--- src/lp3t_pkg.sv ---
package lp3t_pkg;

    ////////////////////////////////////////////////////////////////////////
    // clock and timing figures, in picoseconds
    localparam int T_CLK_PS      = 25000;   // mclk period, 40 MHz
    localparam int T_ADR_MAX_PS  = 20000;   // command to calibration data
    localparam int T_MRZ_MIN_PS  = 3000;    // exit write to data release
    localparam int T_WLO_MAX_PS  = 20000;   // strobe edge to leveling data
    localparam int T_ODT_MIN_PS  = 1750;    // termination pin to switch
    localparam int T_ODT_MAX_PS  = 3500;
    localparam int T_ODTD_MAX_PS = 12000;   // low power entry to off
    localparam int T_ODTE_MAX_PS = 12000;   // low power exit to on

    // least times round up, longest times round down, never below one
    function automatic int cyc_least(input int ps);
        int c;
        c = (ps + T_CLK_PS - 1) / T_CLK_PS;
        return (c < 1) ? 1 : c;
    endfunction

    function automatic int cyc_most(input int ps);
        int c;
        c = ps / T_CLK_PS;
        return (c < 1) ? 1 : c;
    endfunction

    localparam int ADR_CYC  = cyc_most(T_ADR_MAX_PS);
    localparam int MRZ_CYC  = cyc_least(T_MRZ_MIN_PS);
    localparam int WLO_CYC  = cyc_most(T_WLO_MAX_PS);
    localparam int ODT_CYC  = cyc_most(T_ODT_MAX_PS);
    localparam int ODTD_CYC = cyc_most(T_ODTD_MAX_PS);
    localparam int ODTE_CYC = cyc_most(T_ODTE_MAX_PS);
    localparam int RTT_CYC0 = (ODTD_CYC < ODTE_CYC) ? ODTD_CYC : ODTE_CYC;
    localparam int RTT_CYC  = (ODT_CYC < RTT_CYC0) ? ODT_CYC : RTT_CYC0;

    ////////////////////////////////////////////////////////////////////////
    // command and mode register map
    typedef enum logic [1:0] {
        CMD_NOP   = 2'h0,
        CMD_MRW   = 2'h1,
        CMD_CAL   = 2'h2,
        CMD_OTHER = 2'h3
    } lp3t_cmd_t;

    typedef enum logic [1:0] {
        ST_IDLE  = 2'h0,
        ST_CAT   = 2'h1,
        ST_CATX  = 2'h2
    } lp3t_state_t;

    localparam logic [7:0] MRA_CFG1      = 8'h01;
    localparam logic [7:0] MRA_CFG2      = 8'h02;
    localparam logic [7:0] MRA_CFG3      = 8'h03;
    localparam logic [7:0] MRA_RESET     = 8'h3F;
    localparam logic [7:0] MRA_CAT_ENTRY = 8'h29;
    localparam logic [7:0] MRA_CAT_EXIT  = 8'h2A;
    localparam logic [7:0] MR1_DEF       = 8'h03;
    localparam logic [7:0] MR2_DEF       = 8'h01;
    localparam logic [7:0] MR3_DEF       = 8'h02;
    localparam int         WRLVL_BIT     = 7;    // leveling enable in cfg2
    localparam int         CA_W          = 10;
    localparam int         MR_W          = 8;

endpackage

--- src/lp3t_top.sv ---
`timescale 1ns/100ps
//
// Contract
// wait 20 cycles after training entry write
// hold CKE high 10 cycles after entry
// wait 10 cycles after CKE low
// calibration result on DQ within 20 ns; the design takes one 25 ns mclk cycle after the command edge
// space calibration commands by output delay
// keep CKE low 10 cycles after result
// wait 10 cycles after CKE high to exit
// drive DQ 3 ns past exit, then release
// leveling feedback on DQ within 20 ns; the design takes one 25 ns mclk cycle after the sampled strobe rise
// wait 25 cycles before strobe drivers
// termination follows ODT pin within 3.5 ns; the design takes at least one 25 ns mclk cycle
// termination off within 12 ns, power entry; the design takes two mclk cycles (50 ns)
// termination on within 12 ns, power exit; the design takes two mclk cycles (50 ns)
// derated activate to read adds 1.875 ns
// derated precharge adds 1.875 ns
// derated activate spacing adds 1.875 ns
// reset write loads defaults into subset
// controller rounds nanosecond minimums up
module lp3t_top #(
    parameter int DQ_W = 32
) (
    input  wire logic                      mclk,
    input  wire logic                      srst,
    input  wire logic                      cke,
    input  wire lp3t_pkg::lp3t_cmd_t       cmd,
    input  wire logic [7:0]                mr_addr,
    input  wire logic [lp3t_pkg::MR_W-1:0] mr_data,
    input  wire logic [lp3t_pkg::CA_W-1:0] ca_cal,
    input  wire logic                      dqs,
    input  wire logic                      ck_level,
    input  wire logic                      odt,
    output logic      [DQ_W-1:0]           dq_o,
    output logic                           dq_oe,
    output logic                           rtt_en,
    output logic                           train_active,
    output logic                           wrlvl_active,
    output logic                           low_power,
    output logic      [3*lp3t_pkg::MR_W-1:0] mr_cfg
);
    import lp3t_pkg::*;

    ////////////////////////////////////////////////////////////////////////
    // state
    lp3t_state_t     st_r,    st_nxt;
    logic [MR_W-1:0] mr1_r,   mr1_nxt;
    logic [MR_W-1:0] mr2_r,   mr2_nxt;
    logic [MR_W-1:0] mr3_r,   mr3_nxt;
    logic [DQ_W-1:0] dq_r,    dq_nxt;
    logic            oe_r,    oe_nxt;
    logic            cke_r,   cke_nxt;
    logic            dqs_r,   dqs_nxt;
    logic            lp_r,    lp_nxt;
    logic            smp_r,   smp_nxt;
    logic            tgt_r,   tgt_nxt;
    logic            rtt_r,   rtt_nxt;
    logic            is_mrw, cal_go, exit_go, wl_edge, rtt_want, rtt_go;
    logic            adr_fire, mrz_fire, wlo_fire, rtt_fire;

    ////////////////////////////////////////////////////////////////////////
    // decode of the incoming command
    assign is_mrw   = (cmd == CMD_MRW);
    assign cal_go   = (cmd == CMD_CAL) && (st_r == ST_CAT);
    assign exit_go  = is_mrw && (mr_addr == MRA_CAT_EXIT) && (st_r == ST_CAT);
    assign wl_edge  = dqs && !dqs_r && mr2_r[WRLVL_BIT]
                      && (st_r == ST_IDLE);
    assign rtt_want = odt && !lp_r;
    assign rtt_go   = (rtt_want != tgt_r);

    // output delay timers
    lp3t_dly #(.CYC(ADR_CYC)) u_adr (
        .mclk  (mclk),
        .srst  (srst),
        .start (cal_go),
        .fire  (adr_fire)
    );
    lp3t_dly #(.CYC(MRZ_CYC)) u_mrz (
        .mclk  (mclk),
        .srst  (srst),
        .start (exit_go),
        .fire  (mrz_fire)
    );
    lp3t_dly #(.CYC(WLO_CYC)) u_wlo (
        .mclk  (mclk),
        .srst  (srst),
        .start (wl_edge),
        .fire  (wlo_fire)
    );
    lp3t_dly #(.CYC(RTT_CYC)) u_rtt (
        .mclk  (mclk),
        .srst  (srst),
        .start (rtt_go),
        .fire  (rtt_fire)
    );

    ////////////////////////////////////////////////////////////////////////
    // next state of training, mode registers, data pins and termination
    always_comb begin
        st_nxt  = st_r;
        mr1_nxt = mr1_r;
        mr2_nxt = mr2_r;
        mr3_nxt = mr3_r;
        dq_nxt  = dq_r;
        oe_nxt  = oe_r;
        cke_nxt = cke;
        dqs_nxt = dqs;
        lp_nxt  = lp_r;
        smp_nxt = smp_r;
        tgt_nxt = tgt_r;
        rtt_nxt = rtt_r;
        // mode register writes
        if (is_mrw) begin
            unique case (mr_addr)
                MRA_CFG1:      mr1_nxt = mr_data;
                MRA_CFG2:      mr2_nxt = mr_data;
                MRA_CFG3:      mr3_nxt = mr_data;
                MRA_RESET: begin
                    mr1_nxt = MR1_DEF;
                    mr2_nxt = MR2_DEF;
                end
                MRA_CAT_ENTRY: begin
                    if (st_r == ST_IDLE) begin
                        st_nxt = ST_CAT;
                    end
                end
                default: ;
            endcase
        end
        if (exit_go) begin
            st_nxt = ST_CATX;
        end
        // calibration pattern onto the data pins
        if (adr_fire && (st_r == ST_CAT)) begin
            dq_nxt = DQ_W'(ca_cal);
            oe_nxt = 1'b1;
        end
        // hold data through the exit delay, then release
        if (mrz_fire) begin
            oe_nxt = 1'b0;
            st_nxt = ST_IDLE;
        end
        // write leveling: sample clock on strobe rise, return it later
        if (wl_edge) begin
            smp_nxt = ck_level;
        end
        if (wlo_fire && mr2_r[WRLVL_BIT]) begin
            dq_nxt = {DQ_W{smp_r}};
            oe_nxt = 1'b1;
        end
        if (st_r == ST_IDLE && !mr2_r[WRLVL_BIT] && !wlo_fire) begin
            oe_nxt = 1'b0;
        end
        // power-down style entry on cke outside training, exit on cke rise in any state
        if (cke_r && !cke && st_r == ST_IDLE) begin
            lp_nxt = 1'b1;
        end else if (!cke_r && cke) begin
            lp_nxt = 1'b0;
        end
        // termination follows the pin, forced off in low power
        if (rtt_go) begin
            tgt_nxt = rtt_want;
        end
        if (rtt_fire) begin
            rtt_nxt = tgt_r;
        end
    end

    // registers only
    always_ff @(posedge mclk) begin
        if (srst) begin
            st_r  <= ST_IDLE;
            mr1_r <= MR1_DEF;
            mr2_r <= MR2_DEF;
            mr3_r <= MR3_DEF;
            dq_r  <= '0;
            oe_r  <= 1'b0;
            cke_r <= 1'b0;
            dqs_r <= 1'b0;
            lp_r  <= 1'b0;
            smp_r <= 1'b0;
            tgt_r <= 1'b0;
            rtt_r <= 1'b0;
        end else begin
            st_r  <= st_nxt;
            mr1_r <= mr1_nxt;
            mr2_r <= mr2_nxt;
            mr3_r <= mr3_nxt;
            dq_r  <= dq_nxt;
            oe_r  <= oe_nxt;
            cke_r <= cke_nxt;
            dqs_r <= dqs_nxt;
            lp_r  <= lp_nxt;
            smp_r <= smp_nxt;
            tgt_r <= tgt_nxt;
            rtt_r <= rtt_nxt;
        end
    end

    // outputs
    assign dq_o         = dq_r;
    assign dq_oe        = oe_r;
    assign rtt_en       = rtt_r;
    assign train_active = (st_r != ST_IDLE);
    assign wrlvl_active = mr2_r[WRLVL_BIT];
    assign low_power    = lp_r;
    assign mr_cfg       = {mr3_r, mr2_r, mr1_r};

    ////////////////////////////////////////////////////////////////////////
    // checks
    localparam int A_ADR  = ADR_CYC + 1;
    localparam int A_MRZ  = MRZ_CYC + 1;
    localparam int A_WLO  = WLO_CYC + 1;
    localparam int A_RTT  = RTT_CYC + 1;
    localparam int D_WLO  = WLO_CYC;
endmodule

--- src/lp3t_dly.sv ---
`timescale 1ns/100ps
module lp3t_dly #(
    parameter int CYC = 1
) (
    input  wire logic mclk,
    input  wire logic srst,
    input  wire logic start,
    output logic      fire
);
    localparam int W = $clog2(CYC + 1) + 1;
    logic [W-1:0] cnt_r;
    logic [W-1:0] cnt_nxt;

    // reload on start, count down to the firing cycle
    always_comb begin
        cnt_nxt = cnt_r;
        if (start) begin
            cnt_nxt = W'(CYC);
        end else if (cnt_r != '0) begin
            cnt_nxt = cnt_r - W'(1);
        end
    end

    always_ff @(posedge mclk) begin
        if (srst) begin
            cnt_r <= '0;
        end else begin
            cnt_r <= cnt_nxt;
        end
    end

    assign fire = (cnt_r == W'(1));
endmodule

--- config.mk ---
export PLATFORM = sky130hd
export DESIGN_NAME = lp3t_top
export DESIGN_NICKNAME = d
export VERILOG_FILES = /design/src/lp3t_pkg.sv /design/src/lp3t_top.sv /design/src/lp3t_dly.sv
export SDC_FILE = /design/constraint.sdc
export NUM_CORES = 1
export LEC_CHECK = 0
export BUFFER_PORTS_ARGS = -buffer_cell sky130_fd_sc_hd__buf_2
export CAP_MARGIN = 25
export CORE_MARGIN = 2
export CORE_UTILIZATION = 45
export CTS_CLUSTER_SIZE = 20
export DETAILED_ROUTE_END_ITERATION = 7
export PLACE_DENSITY = 0.71
export SETUP_SLACK_MARGIN = 0.2
export SYNTH_ARGS = -nofsm -noshare
export SYNTH_HDL_FRONTEND = slang
export SYNTH_SLANG_ARGS = --single-unit
--- constraint.sdc ---
create_clock -name mclk -period 1.8 [get_ports mclk]
set_input_delay 0.36 -clock mclk [delete_from_list [all_inputs] [get_ports mclk]]
set_output_delay 0.36 -clock mclk [all_outputs]
set_load 0.01 [all_outputs]
==> metrics.cfg, run 1 <==
[critical_path]
worst_setup_path_end_kind = flop
startpoint_type = flop
required_ns = 1.98
cpLargestDelayFamily = compound AO/OA/AOI/OAI gates
critPathKind = reg -> reg
slowest_delay_ns = 0.38
cp_slowest_cell = dfxtp_1
crit_path_cell_trace = ha_1 -> a22o_1 -> buf_6 -> nor3_1 -> a2111oi_1
crit_fanout = 21
cp.arrival_ns = 1.65
crit_buf_inv = 1

[die]
dieHeight_um = 78.4
die_w_um = 78.4
rows = 27
core_area_sq_um = 5440
start_util_pct = 45.8
dieArea_sq_um = 6150
io_pins = 95

[logic_synthesis]
ys_async_sr_fraction_pct = 0
synthAdderAreaFrac_pct = 4.02
syn-num-nets = 304
ys_seq_area_share_pct = 41.8
synth_compound_area_share_pct = 10.3
synth_top_family_by_area = simple AND/OR/NAND/NOR gates
syn_area_per_cell_sq_um = 9.51
synth_xor_area_share_pct = 1.76
synthesis.area_sq_um = 2490
synth_cells = 262
synth_ff_type = dfxtp_1
ys.warnings.count = 0
yosys_register_bits = 52
synth_edf_count = 0
synthSimpleGateAreaFrac_pct = 20.4
synthMuxAreaShare_pct = 10.0
synthDistinctLibCells = 40

[global_route]
grt_pass1_vias = 1831
overflow = 0
grt_first_pass_wirelength_um = 8200
grt_max_degree = 24
grt_antenna_before_repair = 0
grt_use_total_pct = 16.4

[clock_tree]
clk-insertion-delay-late_ns = 0.30
clockBufferDepth = 2
post_cts_buffers = 0
hold_buffers = 0
h-tree-depth = 2
cts_tree = done
clockRootBuffer = clkbuf_8
cts_buffers = 5
cts_num_sinks = 52
path_clk_slew_ns = 0.09

[drt]
vias = 1983
ant_nets = 0
drtIter0Drc = 65
drt_pre_antenna_iters = 4
drc_errors = 0
wl_per_cell_um = 12.0
drt-total-wl_um = 4920
via_per_inst = 4.85

[finish]
drive_above_1_share_pct = 36.8
nets = 378
syn_to_final_growth_pct = 18.8
layout_commonest_cell = buf_2
most-common-layout-cells = 94 x buf_2, 51 x dfxtp_1, 35 x nor2_1, 25 x mux2i_1, 18 x a21oi_1
antennaDiodeCount = 0

[sta]
rsz0062_at_grt = true
worst_pin_slew_ns = 0.441
finalSetupViolCount = 0
drv_slew = 0
setup_tns_ns = 0
period_share_pct = 81.3
relSlewSlack_pct = 70.6
finalHoldWorstSlack_ns = 0.296
period_minus_slack_ns = 1.46
worst_clock_skew_ns = 0.00673
max_freq_mhz = 683
hold_viol = 0

[hold_path]
hold_path_class = in -> reg

[placement]
gp_congestion = 0.725
hpwl_um = 3770
io_buffers = 94

[power_and_ir_drop]
vdd_drop_max_mv = 0.497
power.density_nw_per_um2 = 806
p_leak_nw = 1.55

[run_status]
status = completed

[flow_run]
drv_cap = 0

[power breakdown]
group / switching, W / internal, W
logic: 0.000237 / 0.000210
registers: 0.0000437 / 0.00121
clock network: 0.000369 / 0.000313
[cells by family (layout without fill, tap and decap cells)]
group | count (synthesis) | count (layout)
xor gates and xnor gates | 5 | 5
and+or+nand+nor | 86 | 86
AOI/OAI and AO/OA | 40 | 40
DFF | 52 | 52
muxes | 25 | 25
adders and majority gates | 8 | 8
buffers and inverters | 46 | 121
[sequential cells by signal, summed over array words and instances (netlist names)]
register,cells
low_power,1
smp_r,1
mr3_r,8
rtt_en,1
tgt_r,1
mr1_r,8
mr2_r,8
u_rtt.cnt_r,2
dq_oe,1
st_r,2
u_mrz.cnt_r,2
dqs_r,1
u_wlo.cnt_r,2
dq_o,11
cke_r,1
u_adr.cnt_r,2
[routing by layer]
layer	global-route usage [%]	vias to the layer above	part of all wire (%)
li1	-	1009	-
met1	21.9	885	48
met2	26.3	82	43
met3	3.91	7	7.8
met4	5.26	0	1.2
met5	0	-	0
[synthesized netlist by cell type, types with 2 or more instances]
library cell / number / share of area, %
nor3_1: 4 / 0.80
nand4b_1: 4 / 1.4
a211oi_1: 10 / 3.0
xor2_1: 2 / 0.70
nor2_1: 36 / 5.4
nand2_1: 13 / 2.0
buf_6: 3 / 1.4
dfxtp_1: 52 / 42
nor2b_1: 2 / 0.50
or2b_2: 8 / 2.8
buf_4: 22 / 6.6
a21oi_1: 18 / 3.6
a21o_1: 3 / 0.90
ha_1: 8 / 4.0
xnor2_1: 3 / 1.1
clkbuf_1: 6 / 0.90
inv_1: 13 / 2.0
nand2b_1: 7 / 1.8
and4bb_2: 2 / 1.0
mux2i_1: 25 / 10
o21ai_0: 2 / 0.40
[metrics by stage]
step / setup slack (ns) / std cells / util [%] / area (sq um) / total power, W
3_5_place_dp: 0.145 / 401 / 52.5 / 2860 / 0.00173
5_1_grt: 0.183 / 409 / 54.4 / 2960 / 0.00255
4_1_cts: 0.253 / 409 / 54.2 / 2950 / 0.00241
2_1_floorplan: 0.413 / 262 / - / 2490 / 0.00160
3_3_place_gp: 0.171 / 401 / 52.5 / 2860 / 0.00170
6_report: 0.336 / 409 / 54.4 / 2960 / 0.00239
[worst paths after layout]
| check | startpoint | to | slack, ns | cells after the start |
|---|---|---|---|---|
| worst max-delay path | u_wlo.cnt_r[0]$_SDFFE_PP0P_ | dq_oe$_SDFFE_PP0P_ | 0.34 | 5 |
| worst min-delay path | mr_data[0] | mr3_r[0]$_SDFFE_PP0P_ | 0.30 | 3 |
| worst max register to register | u_wlo.cnt_r[0]$_SDFFE_PP0P_ | dq_oe$_SDFFE_PP0P_ | 0.34 | 5 |
| worst min register to register | mr3_r[1]$_SDFFE_PP1P_ | mr3_r[1]$_SDFFE_PP1P_ | 0.47 | 1 |
[tightest hold or removal path, delay by kind of cell]
family | cells | cell delay, ns
mux | 1 | 0.05
buf+inv | 1 | 0.08
simple gates | 1 | 0.07
[cell type report]
type	count	area, sq um
clock inverter	1	7.51
tap	72	90.1
fill	515	2480
sequential	52	1040
timing repair buffer	100	519
multi-input combinational	164	1160
clock buffer	7	86.3
inverter	13	48.8
[timing repair]
item,in CTS,in global routing
hold endpoints to repair,0,0
setup endpoints to repair,0,24
resized for setup,0,4
Power figures use the tool's default switching activity.
==> run 2: changes to the inputs <==
Settings changed: ABC_AREA set to 1, CORE_UTILIZATION 45 to 44, PLACE_DENSITY 0.71 to 0.73.
Clock period 1.8 ns to 1.3 ns, I/O delays scaled along.
==> run 2 against run 1 <==
Compared with the run above: worst setup slack lost 0.26 ns; die area grew 1.9%; cell count increased by 24%; largest power group unchanged; register-to-register slack lost 0.21 ns; sequential power up 43%; via count up 22%; design area increased by 18%; core utilization is 9.3 points higher; global-route usage is 3.0 points higher; synthesized area shrank 0.25%.
==> metrics.cfg, run 2 <==
[global_route]
grt_antenna_before_repair = 0  ; unchanged
grt_first_pass_wirelength_um = 9890  ; +21%
grt_max_degree = 25  ; +4.2%
grt_use_total_pct = 19.4  ; +3.0 points
grt_pass1_vias = 2325  ; +27%
overflow = 0  ; unchanged

[clock_tree]
hold_buffers = 0  ; unchanged
clockRootBuffer = clkbuf_8
h-tree-depth = 2  ; unchanged
cts_tree = done
clk-insertion-delay-late_ns = 0.30  ; about the same
cts_num_sinks = 52  ; unchanged
clockBufferDepth = 2  ; unchanged
path_clk_slew_ns = 0.09  ; about the same
cts_buffers = 5  ; unchanged

[power_and_ir_drop]
vdd_drop_max_mv = 0.731  ; +47%
p_leak_nw = 1.75  ; +13%
power.density_nw_per_um2 = 1040  ; +29%
power_w = 0.00362  ; +52%

[finish]
nets = 478  ; +26%
largest_reg_flops = 11  ; unchanged
layout_commonest_cell = buf_2
most-common-layout-cells = 79 x buf_2, 61 x nand2_1, 51 x nor2_1, 41 x dfxtp_1, 30 x inv_1
stdcell_area_sq_um = 3490  ; +18%
antennaDiodeCount = 0  ; unchanged
drive_above_1_share_pct = 42.2  ; +5.4 points
syn_to_final_growth_pct = 40.4

[die]
rows = 27  ; unchanged
start_util_pct = 45.4  ; -0.40 points
core_area_sq_um = 5470  ; +0.62%
die_w_um = 79.2  ; +0.95%
io_pins = 95  ; unchanged
dieHeight_um = 79.2  ; +0.95%
dieArea_sq_um = 6260  ; +1.9%

[drt]
drt_pre_antenna_iters = 4  ; unchanged
wl_per_cell_um = 12.5  ; +4.2%
drc_errors = 0  ; unchanged
drt-total-wl_um = 6370  ; +29%
vias = 2421  ; +22%
drtIter0Drc = 114  ; +75%
ant_nets = 0  ; unchanged
via_per_inst = 4.77  ; -1.7%

[placement]
io_buffers = 94  ; unchanged
placed_area_sq_um = 2950  ; +3.3%
place_ws_ns = 0.0120  ; -0.133 ns
hpwl_um = 4060  ; +7.6%
gp_congestion = 0.839  ; +16%

[logic_synthesis]
synthTopCellsByArea = dfxtp_1 42%, nand2_1 10%, nor2_1 8.5%
synth_ff_type = dfxtp_1
yosysTopAreaCell = dfxtp_1
synth_edf_count = 0  ; unchanged
ys_async_sr_fraction_pct = 0  ; unchanged
syn-num-nets = 387  ; +27%
synthesis.area_sq_um = 2480  ; -0.25%
synthTopCellsByCount = 67 x nand2_1, 56 x nor2_1, 52 x dfxtp_1, 37 x inv_1, 32 x a21oi_1
synth_top_area_share_pct = 41.9  ; +0.11 points
ys_seq_area_share_pct = 41.9  ; +0.11 points
yosys_register_bits = 52  ; unchanged
synthDistinctLibCells = 23  ; -43%
ys.warnings.count = 0  ; unchanged
syn_area_per_cell_sq_um = 7.20  ; -24%
synth_most_common_cell = nand2_1
synth_cells = 345  ; +32%

[sta]
worst_clock_skew_ns = 0.00754  ; +0.000817 ns
finalSetupViolCount = 0  ; unchanged
max_freq_mhz = 819
relSlewSlack_pct = 79.8  ; +9.2 points
period_minus_slack_ns = 1.22
rsz0062_at_grt = true
period_share_pct = 93.9
worst_pin_slew_ns = 0.302  ; -0.139 ns
setup_tns_ns = 0  ; unchanged
setup_ws_ns = 0.0788  ; -0.257 ns
drv_slew = 0  ; unchanged
hold_viol = 0  ; unchanged

[critical_path]
startpoint_type = flop
reg2reg_depth = 8  ; +3
critPathKind = reg -> out
worst_setup_path_end_kind = output port
cp.arrival_ns = 0.96  ; -0.69 ns
crit_fanout = 2  ; -90%
required_ns = 1.04  ; -0.94 ns

[hold_path]
hold_path_class = in -> reg
hold_depth = 3  ; unchanged

[flow_run]
drv_cap = 0  ; unchanged

[run_status]
status = completed

==> run 2: cell count changes after synthesis, moves of 4 or more <==
cell / before / now
nand2_1: 13 / 67
mux2i_1: 25 / 0
inv_1: 13 / 37
nand3_1: 1 / 22
nor2_1: 36 / 56
o21ai_0: 2 / 22
a21oi_1: 18 / 32
a211oi_1: 10 / 0
or2b_2: 8 / 0
nand2b_1: 7 / 0
nand4b_1: 4 / 0
==> run 2: cell families after synthesis <==
| kind of cell | Yosys count | synth area share [%] |
|---|---|---|
| flip-flops | 52 | 41.9 |
| adder cells (fa/ha/maj) | 8 | 4.03 |
| buffers and inverters | 73 | 16.1 |
| AO/OA/AOI/OAI | 59 | 12.5 |
| XOR/XNOR | 4 | 1.41 |
| AND/OR/NAND/NOR | 149 | 24.1 |
==> run 2: timing repair <==
| action | in CTS | in global routing |
|---|---|---|
| setup endpoints to repair | 39 | 58 |
| gates resized for setup | 61 | 41 |
| pin swaps | 2 | 7 |
| cloned | 2 | 0 |
| buffers inserted | 9 | 4 |
==> run 2: power by group <==
group          internal (W)  switching, W
clock network      0.000366      0.000508
registers           0.00171     0.0000870
logic              0.000442      0.000505
total               0.00252       0.00110
==> run 2: cell type report <==
cell class	instances	area (sq um)
Clock inverter	2	12.5
Multi-Input combinational cell	220	1250
Tap cell	72	90.1
Clock buffer	5	68.8
Timing Repair Buffer	120	853
Fill cell	474	1980
Inverter	37	141
Sequential cell	52	1070
==> run 2: final timing paths <==
kind	slack, ns	endpoint	startpoint
worst max register to register	0.13	dq_o[9]$_SDFFE_PP0P_	u_wlo.cnt_r[1]$_SDFFE_PP0P_
worst max-delay path	0.08	train_active	st_r[0]$_SDFFE_PP0P_
worst min register to register	0.46	mr1_r[0]$_SDFFE_PP1P_	mr1_r[0]$_SDFFE_PP1P_
worst min-delay path	0.17	dqs_r$_SDFF_PP0_	dqs
==> run 2: metal layers <==
metal | part of all wire [%] | vias to the layer above | global-route usage, %
met3 | 4.2 | 11 | 3.98
met4 | 1.2 | 0 | 6.21
met5 | 0 | - | 0
li1 | - | 1243 | -
met2 | 54 | 65 | 35.4
met1 | 41 | 1102 | 22.5
==> run 2: worst max-delay path, stage by stage (launching register included) <==
cell     delay [ns]
dfxtp_4        0.37
nor2_4         0.13
inv_2          0.05
buf_6          0.11
==> run 2: stage by stage <==
stage / util, % / std cells / hold slack (ns)
3_5_place_dp: 53.9 / 486 / 0.438
4_1_cts: 60.6 / 504 / 0.182
6_report: 63.7 / 508 / 0.173
2_1_floorplan: - / 345 / 0.385
5_1_grt: 63.7 / 508 / 0.203
3_3_place_gp: 53.9 / 486 / 0.438
